===== config.mk =====
export PLATFORM = sky130hd
export DESIGN_NAME = srs_seq
export DESIGN_NICKNAME = d
export VERILOG_FILES = /design/src/core/srs_seq.v /design/src/core/srs_sync.v /design/src/core/srs_edge.v
export VERILOG_INCLUDE_DIRS = /design/src /design/src/core
export SDC_FILE = /design/constraint.sdc
export NUM_CORES = 1
export LEC_CHECK = 0
export BUFFER_PORTS_ARGS = -buffer_cell sky130_fd_sc_hd__buf_4
export CAP_MARGIN = 40
export CORE_ASPECT_RATIO = 1.2
export CORE_UTILIZATION = 58
export CTS_CLUSTER_DIAMETER = 30
export DETAILED_ROUTE_END_ITERATION = 10
export PLACE_DENSITY = 0.79
export SYNTH_ARGS = -nofsm -noshare
export SYNTH_HDL_FRONTEND = slang
export SYNTH_SLANG_ARGS = --single-unit

===== constraint.sdc =====
create_clock -name i_clk_sys -period 9.9 [get_ports i_clk_sys]
set_clock_uncertainty 0.15 [all_clocks]
set_input_delay 0.99 -clock i_clk_sys [delete_from_list [all_inputs] [get_ports i_clk_sys]]
set_output_delay 0.99 -clock i_clk_sys [all_outputs]
set_load 0.02 [all_outputs]

===== src/core/srs_regs.vh =====
// Purpose: constants for the reference search sequencer
// Assumes: object indices are used as register addresses
// Notes:   one 32-bit data word per object access
`ifndef SRS_REGS_VH
`define SRS_REGS_VH
// Object addresses
`define SRS_ADDR_ZERO_SHIFT   16'h607C
`define SRS_ADDR_METHOD       16'h6098
`define SRS_ADDR_SPEED_PAIR   16'h6099
`define SRS_ADDR_RAMP_RATE    16'h609A
`define SRS_ADDR_MODE_SELECT  16'h6060
`define SRS_ADDR_CONTROL      16'h6040
`define SRS_ADDR_STATUS       16'h6041
`define SRS_ADDR_ACTUAL_POS   16'h6064
// Reset values
`define SRS_RST_ZERO_SHIFT    32'h00000000
`define SRS_RST_METHOD        8'h11
`define SRS_RST_SPEED_FAST    32'h00000064
`define SRS_RST_SPEED_SLOW    32'h0000000A
`define SRS_RST_RAMP_RATE     32'h000000FA
// Field positions
`define SRS_CTL_START_BIT     4
`define SRS_CTL_HALT_BIT      8
`define SRS_STS_DONE_BIT      12
`define SRS_STS_ERR_BIT       13
// Mode and method codes
`define SRS_MODE_SEARCH       8'h06
`define SRS_M_NEG_ZP          8'h01
`define SRS_M_POS_ZP          8'h02
`define SRS_M_NEG_LS          8'h11
`define SRS_M_POS_LS          8'h12
`define SRS_M_NEG_STOP_ZP     8'hFF
`define SRS_M_POS_STOP_ZP     8'hFE
`define SRS_M_NEG_IDX         8'h21
`define SRS_M_POS_IDX         8'h22
`define SRS_M_NO_RUN          8'h23
// Load limit: 90 percent of full scale 16-bit load integral
`define SRS_LOAD_PCT          16'h005A
`define SRS_LOAD_FULL         16'hFFFF
`endif


===== src/core/srs_seq.v =====
// Purpose: reference search sequencer of a servo positioning drive
// Assumes: object port writes and reads one word per strobe; pins asynchronous
// Notes:   drives speed and direction demands; trajectory lives elsewhere
`timescale 1ns/1ps
`include "srs_regs.vh"
module srs_seq (
   input  wire        i_clk_sys,
   input  wire        i_rst,
   input  wire        i_obj_wr,
   input  wire [15:0] i_obj_index,
   input  wire [7:0]  i_obj_sub,
   input  wire [31:0] i_obj_wdata,
   output reg  [31:0] o_obj_rdata,
   input  wire        i_lim_neg,
   input  wire        i_lim_pos,
   input  wire        i_enc_zero,
   input  wire        i_travel_fault,
   input  wire [15:0] i_load_integral,
   input  wire        i_pos_step,
   input  wire        i_pos_dir_neg,
   output reg         o_move_en,
   output reg         o_move_neg,
   output reg  [31:0] o_speed,
   output wire [31:0] o_ramp_rate,
   output wire [31:0] o_actual_pos,
   output wire        o_search_done,
   output wire        o_search_err
);
   ////////////////////////////////////////////////////////////////////////////
   // Object storage
   localparam [15:0] LOAD_LIMIT = `SRS_LOAD_FULL / 16'h0064 * `SRS_LOAD_PCT;
   localparam [3:0] ST_IDLE = 4'h0, ST_FAST = 4'h1, ST_SLOW_LS = 4'h2, ST_STOP = 4'h3,
                    ST_INDEX = 4'h4, ST_DONE = 4'h5, ST_ERR = 4'h6, ST_LATCH = 4'h7;
   reg        [31:0] zero_shift_reg;
   reg        [7:0]  method_reg;
   reg        [31:0] speed_reg [0:1];
   reg        [31:0] ramp_reg;
   reg        [7:0]  mode_reg;
   reg        [15:0] ctl_reg;
   reg        [31:0] pos_reg;
   reg        [3:0]  state_reg;
   reg        [1:0]  result_reg;
   reg               start_prev_reg;
   reg               dir_neg_reg;
   reg        [1:0]  dir_pipe_reg;
   wire [3:0] pin_sync;
   wire [3:0] pin_rise;
   wire [3:0] pin_fall;
   wire       lim_neg;
   wire       lim_pos;
   wire       idx_rise;
   wire       start_bit;
   wire       start_rise;
   wire       start_fall;
   wire       mode_ok;
   wire       halt;
   wire       wr_pos;

   function method_ok;
      input [7:0] m;
      begin
         method_ok = (m == `SRS_M_NEG_ZP) || (m == `SRS_M_POS_ZP) || (m == `SRS_M_NEG_LS) ||
                     (m == `SRS_M_POS_LS) || (m == `SRS_M_NEG_STOP_ZP) ||
                     (m == `SRS_M_POS_STOP_ZP) || (m == `SRS_M_NEG_IDX) ||
                     (m == `SRS_M_POS_IDX) || (m == `SRS_M_NO_RUN);
      end
   endfunction

   // Initial direction of the approach: negative methods
   function method_neg;
      input [7:0] m;
      begin
         method_neg = (m == `SRS_M_NEG_ZP) || (m == `SRS_M_NEG_LS) ||
                      (m == `SRS_M_NEG_STOP_ZP) || (m == `SRS_M_NEG_IDX);
      end
   endfunction

   srs_sync #(.W(4)) u_sync (
      .i_clk_sys (i_clk_sys),
      .i_rst     (i_rst),
      .i_async   ({i_pos_step, i_enc_zero, i_lim_pos, i_lim_neg}),
      .o_sync    (pin_sync)
   );

   srs_edge #(.W(4)) u_edge (
      .i_clk_sys (i_clk_sys),
      .i_rst     (i_rst),
      .i_lvl     (pin_sync),
      .o_rise    (pin_rise),
      .o_fall    (pin_fall)
   );

   // Synchronised limit switch levels and index rising edge
   assign lim_neg  = pin_sync[0];
   assign lim_pos  = pin_sync[1];
   assign idx_rise = pin_rise[2];

   ////////////////////////////////////////////////////////////////////////////
   // Object write port
   always @(posedge i_clk_sys or posedge i_rst) begin
      if (i_rst) begin
         zero_shift_reg <= `SRS_RST_ZERO_SHIFT;
         method_reg     <= `SRS_RST_METHOD;
         speed_reg[0]   <= `SRS_RST_SPEED_FAST;
         speed_reg[1]   <= `SRS_RST_SPEED_SLOW;
         ramp_reg       <= `SRS_RST_RAMP_RATE;
         mode_reg       <= 8'h00;
         ctl_reg        <= 16'h0000;
      end else if (i_obj_wr) begin
         case (i_obj_index)
            `SRS_ADDR_ZERO_SHIFT: zero_shift_reg <= i_obj_wdata;
            `SRS_ADDR_METHOD:     method_reg     <= i_obj_wdata[7:0];
            `SRS_ADDR_SPEED_PAIR: begin
               if (i_obj_sub == 8'h01) speed_reg[0] <= i_obj_wdata;
               if (i_obj_sub == 8'h02) speed_reg[1] <= i_obj_wdata;
            end
            `SRS_ADDR_RAMP_RATE:   ramp_reg <= i_obj_wdata;
            `SRS_ADDR_MODE_SELECT: mode_reg <= i_obj_wdata[7:0];
            `SRS_ADDR_CONTROL:     ctl_reg  <= i_obj_wdata[15:0];
            default: ;
         endcase
      end
   end

   assign start_bit  = ctl_reg[`SRS_CTL_START_BIT];
   assign halt       = ctl_reg[`SRS_CTL_HALT_BIT];
   assign mode_ok    = (mode_reg == `SRS_MODE_SEARCH);
   assign start_rise = start_bit & ~start_prev_reg;
   assign start_fall = ~start_bit & start_prev_reg;
   assign wr_pos     = i_obj_wr && (i_obj_index == `SRS_ADDR_ACTUAL_POS);

   ////////////////////////////////////////////////////////////////////////////
   // Search sequencer
   always @(posedge i_clk_sys or posedge i_rst) begin
      if (i_rst) begin
         state_reg      <= ST_IDLE;
         result_reg     <= 2'b00;
         start_prev_reg <= 1'b0;
         dir_neg_reg    <= 1'b0;
         dir_pipe_reg   <= 2'b00;
         pos_reg        <= 32'h00000000;
         o_move_en      <= 1'b0;
         o_move_neg     <= 1'b0;
         o_speed        <= 32'h00000000;
      end else begin
         start_prev_reg <= start_bit;
         if (wr_pos) begin
            pos_reg <= i_obj_wdata;
         end else if (pin_rise[3]) begin
            pos_reg <= dir_pipe_reg[1] ? pos_reg - 32'h1 : pos_reg + 32'h1;
         end
         // Step direction delayed to line up with the step synchroniser
         dir_pipe_reg <= {dir_pipe_reg[0], i_pos_dir_neg};
         case (state_reg)
            ST_IDLE, ST_DONE: begin
               o_move_en <= 1'b0;
               if (start_rise && mode_ok) begin
                  result_reg  <= 2'b00;
                  dir_neg_reg <= method_neg(method_reg);
                  o_move_neg  <= method_neg(method_reg);
                  if (!method_ok(method_reg)) begin
                     state_reg <= ST_ERR;
                  end else if (method_reg == `SRS_M_NO_RUN) begin
                     state_reg <= ST_LATCH;
                  end else if (method_reg == `SRS_M_NEG_IDX || method_reg == `SRS_M_POS_IDX) begin
                     state_reg <= ST_INDEX;
                     o_speed   <= speed_reg[1];
                     o_move_en <= 1'b1;
                  end else if (method_reg == `SRS_M_NEG_STOP_ZP || method_reg == `SRS_M_POS_STOP_ZP) begin
                     state_reg <= ST_STOP;
                     o_speed   <= speed_reg[0];
                     o_move_en <= 1'b1;
                  end else begin
                     state_reg <= ST_FAST;
                     o_speed   <= speed_reg[0];
                     o_move_en <= 1'b1;
                  end
               end
            end
            ST_FAST: begin
               if ((dir_neg_reg && lim_neg) || (!dir_neg_reg && lim_pos)) begin
                  dir_neg_reg <= ~dir_neg_reg;
                  o_move_neg  <= ~dir_neg_reg;
                  o_speed     <= speed_reg[1];
                  state_reg   <= ST_SLOW_LS;
               end
            end
            ST_SLOW_LS: begin
               if ((method_reg == `SRS_M_NEG_LS && pin_fall[0]) ||
                   (method_reg == `SRS_M_POS_LS && pin_fall[1])) begin
                  state_reg <= ST_LATCH;
               end else if ((method_reg == `SRS_M_NEG_ZP && pin_fall[0]) ||
                            (method_reg == `SRS_M_POS_ZP && pin_fall[1])) begin
                  state_reg <= ST_INDEX;
               end
            end
            ST_STOP: begin
               if (i_load_integral >= LOAD_LIMIT) begin
                  dir_neg_reg <= ~dir_neg_reg;
                  o_move_neg  <= ~dir_neg_reg;
                  o_speed     <= speed_reg[1];
                  state_reg   <= ST_INDEX;
               end
            end
            ST_INDEX: begin
               if (idx_rise) state_reg <= ST_LATCH;
            end
            ST_LATCH: begin
               o_move_en  <= 1'b0;
               pos_reg    <= zero_shift_reg;
               result_reg <= 2'b01;
               state_reg  <= ST_DONE;
            end
            ST_ERR: begin
               o_move_en  <= 1'b0;
               result_reg <= 2'b10;
               state_reg  <= ST_DONE;
            end
            default: state_reg <= ST_IDLE;
         endcase
         if (state_reg == ST_FAST || state_reg == ST_SLOW_LS || state_reg == ST_STOP ||
             state_reg == ST_INDEX) begin
            if (halt || (lim_neg && lim_pos) || i_travel_fault || !mode_ok) begin
               state_reg <= ST_ERR;
               o_move_en <= 1'b0;
            end else if (start_fall) begin
               state_reg <= ST_IDLE;
               o_move_en <= 1'b0;
            end
         end
      end
   end

   ////////////////////////////////////////////////////////////////////////////
   // Object read port
   // Result code never 11
   assign o_search_done = result_reg == 2'b01;
   assign o_search_err  = result_reg == 2'b10;
   assign o_ramp_rate   = ramp_reg;
   assign o_actual_pos  = pos_reg;

   always @* begin
      case (i_obj_index)
         `SRS_ADDR_ZERO_SHIFT:  o_obj_rdata = zero_shift_reg;
         `SRS_ADDR_METHOD:      o_obj_rdata = {{24{method_reg[7]}}, method_reg};
         `SRS_ADDR_SPEED_PAIR:  o_obj_rdata = (i_obj_sub == 8'h02) ? speed_reg[1] :
                                             (i_obj_sub == 8'h01) ? speed_reg[0] : 32'h00000002;
         `SRS_ADDR_RAMP_RATE:   o_obj_rdata = ramp_reg;
         `SRS_ADDR_MODE_SELECT: o_obj_rdata = {24'h000000, mode_reg};
         `SRS_ADDR_CONTROL:     o_obj_rdata = {16'h0000, ctl_reg};
         `SRS_ADDR_STATUS:      o_obj_rdata = {16'h0000, 2'h0, o_search_err, o_search_done, 12'h000};
         `SRS_ADDR_ACTUAL_POS:  o_obj_rdata = pos_reg;
         default:               o_obj_rdata = 32'h00000000;
      endcase
   end
endmodule // srs_seq


===== src/core/srs_sync.v =====
// Purpose: two-stage synchroniser for pin inputs
// Assumes: inputs are asynchronous levels
// Notes:   first stage read only by second stage
`timescale 1ns/1ps
module srs_sync #(
   parameter W = 4
) (
   input  wire         i_clk_sys,
   input  wire         i_rst,
   input  wire [W-1:0] i_async,
   output wire [W-1:0] o_sync
);
   reg [W-1:0] meta_reg;
   reg [W-1:0] sync_reg;
   always @(posedge i_clk_sys or posedge i_rst) begin
      if (i_rst) begin
         meta_reg <= {W{1'b0}};
         sync_reg <= {W{1'b0}};
      end else begin
         meta_reg <= i_async;
         sync_reg <= meta_reg;
      end
   end
   assign o_sync = sync_reg;
endmodule // srs_sync


===== src/core/srs_edge.v =====
// Purpose: rising and falling edge pulses of synchronised levels
// Assumes: inputs already synchronous
// Notes:   one-cycle pulses
`timescale 1ns/1ps
module srs_edge #(
   parameter W = 4
) (
   input  wire         i_clk_sys,
   input  wire         i_rst,
   input  wire [W-1:0] i_lvl,
   output wire [W-1:0] o_rise,
   output wire [W-1:0] o_fall
);
   reg [W-1:0] prev_reg;
   always @(posedge i_clk_sys or posedge i_rst) begin
      if (i_rst) begin
         prev_reg <= {W{1'b0}};
      end else begin
         prev_reg <= i_lvl;
      end
   end
   assign o_rise = i_lvl & ~prev_reg;
   assign o_fall = ~i_lvl & prev_reg;
endmodule // srs_edge


==> impl_metrics.yaml <==
clocking:
  postCtsSetupBuffers: 0
  clock_path_buffers: 3
  h-tree-depth: 2
  cts_tree: "done"
  clkSlewWorstSetupHoldPaths_ps: 60
  postCtsResizedCells: 0
  numCtsBuffers: 40
  clock_latency_ps: 530
  ctsHoldBuffers: 0
  root_buffer: "clkbuf_16"
  clkSinkCount: 247
synthesis:
  synth_fa_ha_area_share_pct: 2.89
  syn_avg_cell_area_sq_um: 10.8
  synth_top_family_by_area: "multiplexers"
  ys_types: 75
  synth_flop_cell: "dfrtp_1"
  synthArstFlopShare_pct: 100
  synth_xor_xnor_area_share_pct: 1.86
  synth.area.top_cells: "dfrtp_1 43%, mux2_2 16%, mux2_4 3.3%"
  synth_edf_count: 0
  synth_compound_area_share_pct: 16.2
  synth_nets: 1382
  muxShareOfSynthArea_pct: 20.1
  yosysTopAreaCellShare_pct: 42.8
  synth-seq-cells: 247
  yosys_warnings: 0
  synthCells: 1270
  seq_area_frac_synth_pct: 45.3
  synth_area_sq_um: 13700
  yosysTopAreaCell: "dfrtp_1"
  synthSimpleGateAreaFrac_pct: 10.7
cells_and_area:
  final_common_cell: "dfrtp_1"
  fin_nets: 1584
  num_antenna_cells: 0
  fin_util_pct: 73.8
  largest_reg_flops: 64
  final_cell_mix: "234 x dfrtp_1, 229 x buf_4, 194 x mux2_2"
  syn_to_final_growth_pct: 24.9
  drive_gt1_share_pct: 37.5
floorplan:
  die_height_um: 170
  die_x_um: 142
  ioPinCount: 213
  die-area_sq_um: 24200
  initial_core_util_pct: 59.1
  core_sq_um: 23100
  num_rows: 61
timing:
  tightest_slew_ps: 878
  fin_tns_setup_ps: 0
  slew_headroom_pct: 41.5
  setup-violations-final: 0
  hold_viol: 0
  slew_violations: 0
  grt_setup_unrepaired: "false"
  period_minus_slack_ps: 4600
  max_freq_mhz: 218
  finalCritPeriodShare_pct: 46.4
global_routing:
  gr-total-overflow: 0
  grt_pass1_vias: 11500
  antenna_found_initial: 0
  grt_pass1_wl_um: 64800
  grt.total_usage_pct: 35.1
  grt_max_degree: 105
run_status:
  outcome: "finished, final reports clean"
placement:
  gp_congestion: 0.996
  io_buffers: 211
  post-dp-hpwl_um: 29000
detailed_routing:
  drt_pass1_iterations: 8
  post_drt_via_cell_ratio: 6.41
  wl_per_cell_um: 22.9
  num_vias: 11600
  routed_wl_um: 41700
  drt-initial-drc-count: 1016
  ant_nets: 0
  drc: 0
critical_path:
  path_max_fanout: 9
  crit_path_start_kind: "input port"
  cp-end-kind: "output port"
  required_ps: 8760
  critPathKind: "input port to output port"
  cp.arrival_ps: 3460
flow_run:
  drv_cap: 0
min_path:
  hp-class: "flop to flop"
power_and_ir_drop:
  vdd_drop_max_uv: 151
  static-leakage-power_nw: 8.13
  power_density_nw_per_um2: 225
-- cell usage after synthesis (all sizes together), types with 3 or more instances --
master	number
nand4	5
o211ai	32
o21ai	63
a31oi	9
dfstp	13
nor4	9
mux2	224
ha	30
nand2b	6
nor3b	8
nor2	60
a21o	16
a2111oi	3
o22ai	8
nand2	100
a211o	4
a211oi	11
clkbuf	55
o211a	3
a221oi	7
a311oi	4
o21a	5
a22oi	54
a21oi	91
xnor2	19
nand3	36
inv	15
and3	10
a222oi	7
mux2i	11
and2	9
nor4bb	3
nor3	30
buf	21
dfrtp	234
nor2b	8
xor2	10
o31ai	3
or3	4
-- cells by family (layout without fill, tap and decap cells) --
logic type,after synthesis,count (layout)
fa+ha+maj,31,31
mux,235,235
other cells,1,1
xor+xnor,29,29
compound gates,338,338
simple gates,298,298
buf+inv,91,323
flops,247,247
-- stage by stage --
step	instance area (sq um)	setup WS (ps)	power (mW)	std cells	hold slack, ps
after floorplan	13700	1990	1.96	1270	181
after global placement	15500	4960	2.31	1738	184
after detailed placement	15600	5370	2.32	1745	190
after CTS	17100	5360	3.84	1817	197
after global routing	17100	5120	4.02	1817	204
final	17100	5300	3.84	1817	196
-- per-layer routing --
| layer | vias to the layer above | wire (um) | global-route usage, % | part of all wire (%) |
|---|---|---|---|---|
| met3 | 117 | 3150 | 6.53 | 7.5 |
| met5 | - | 0 | 0 | 0 |
| li1 | 5161 | - | - | - |
| met1 | 5805 | 17300 | 48.6 | 42 |
| met2 | 561 | 19400 | 53.9 | 46 |
| met4 | 0 | 1860 | 15.3 | 4.5 |
-- critical path, cell delays in order --
cell and delay, ps:
buf_4 100, nor4bb_1 300, nand2_1 350, nor4_1 430, nand2_1 150, nor3_2 470
buf_6 220, a222oi_1 90, nand3_1 180, buf_4 170
-- worst paths after layout --
path / slack, ps / startpoint / endpoint / cells after the start
hold reg to reg: 200 / u_sync.meta_reg[1]$_DFF_PP0_ / u_sync.o_sync[1]$_DFF_PP0_ / 0
hold / removal: 200 / u_sync.meta_reg[1]$_DFF_PP0_ / u_sync.o_sync[1]$_DFF_PP0_ / 0
setup / recovery: 5300 / i_obj_index[12] / o_obj_rdata[1] / 10
max in group asynchronous: 7850 / i_rst / o_move_en$_DFF_PP0_ / 3
setup reg to reg: 6560 / dir_pipe_reg[1]$_DFF_PP0_ / o_actual_pos[25]$_DFFE_PP0P_ / 10
min in group asynchronous: 450 / i_rst / speed_reg[18]$_DFFE_PP0P_ / 2
-- power by group --
group / total [mW] / leakage, nW / switching, mW / internal, mW
clock: 1.51 / 0.719 / 0.532 / 0.973
sequential: 1.22 / 3.28 / 0.133 / 1.08
combinational: 1.12 / 4.13 / 0.644 / 0.475
total: 3.84 / 8.13 / 1.31 / 2.53
-- area by class of cell --
cell class / count / area (sq um)
Multi-Input combinational cell: 932 / 7120
Sequential cell: 247 / 6200
Fill cell: 1644 / 6050
Timing Repair Buffer: 236 / 1850
Clock buffer: 45 / 1060
Tap cell: 315 / 394
Clock inverter: 27 / 389
Inverter: 15 / 63.8
Power figures use the tool's default switching activity.
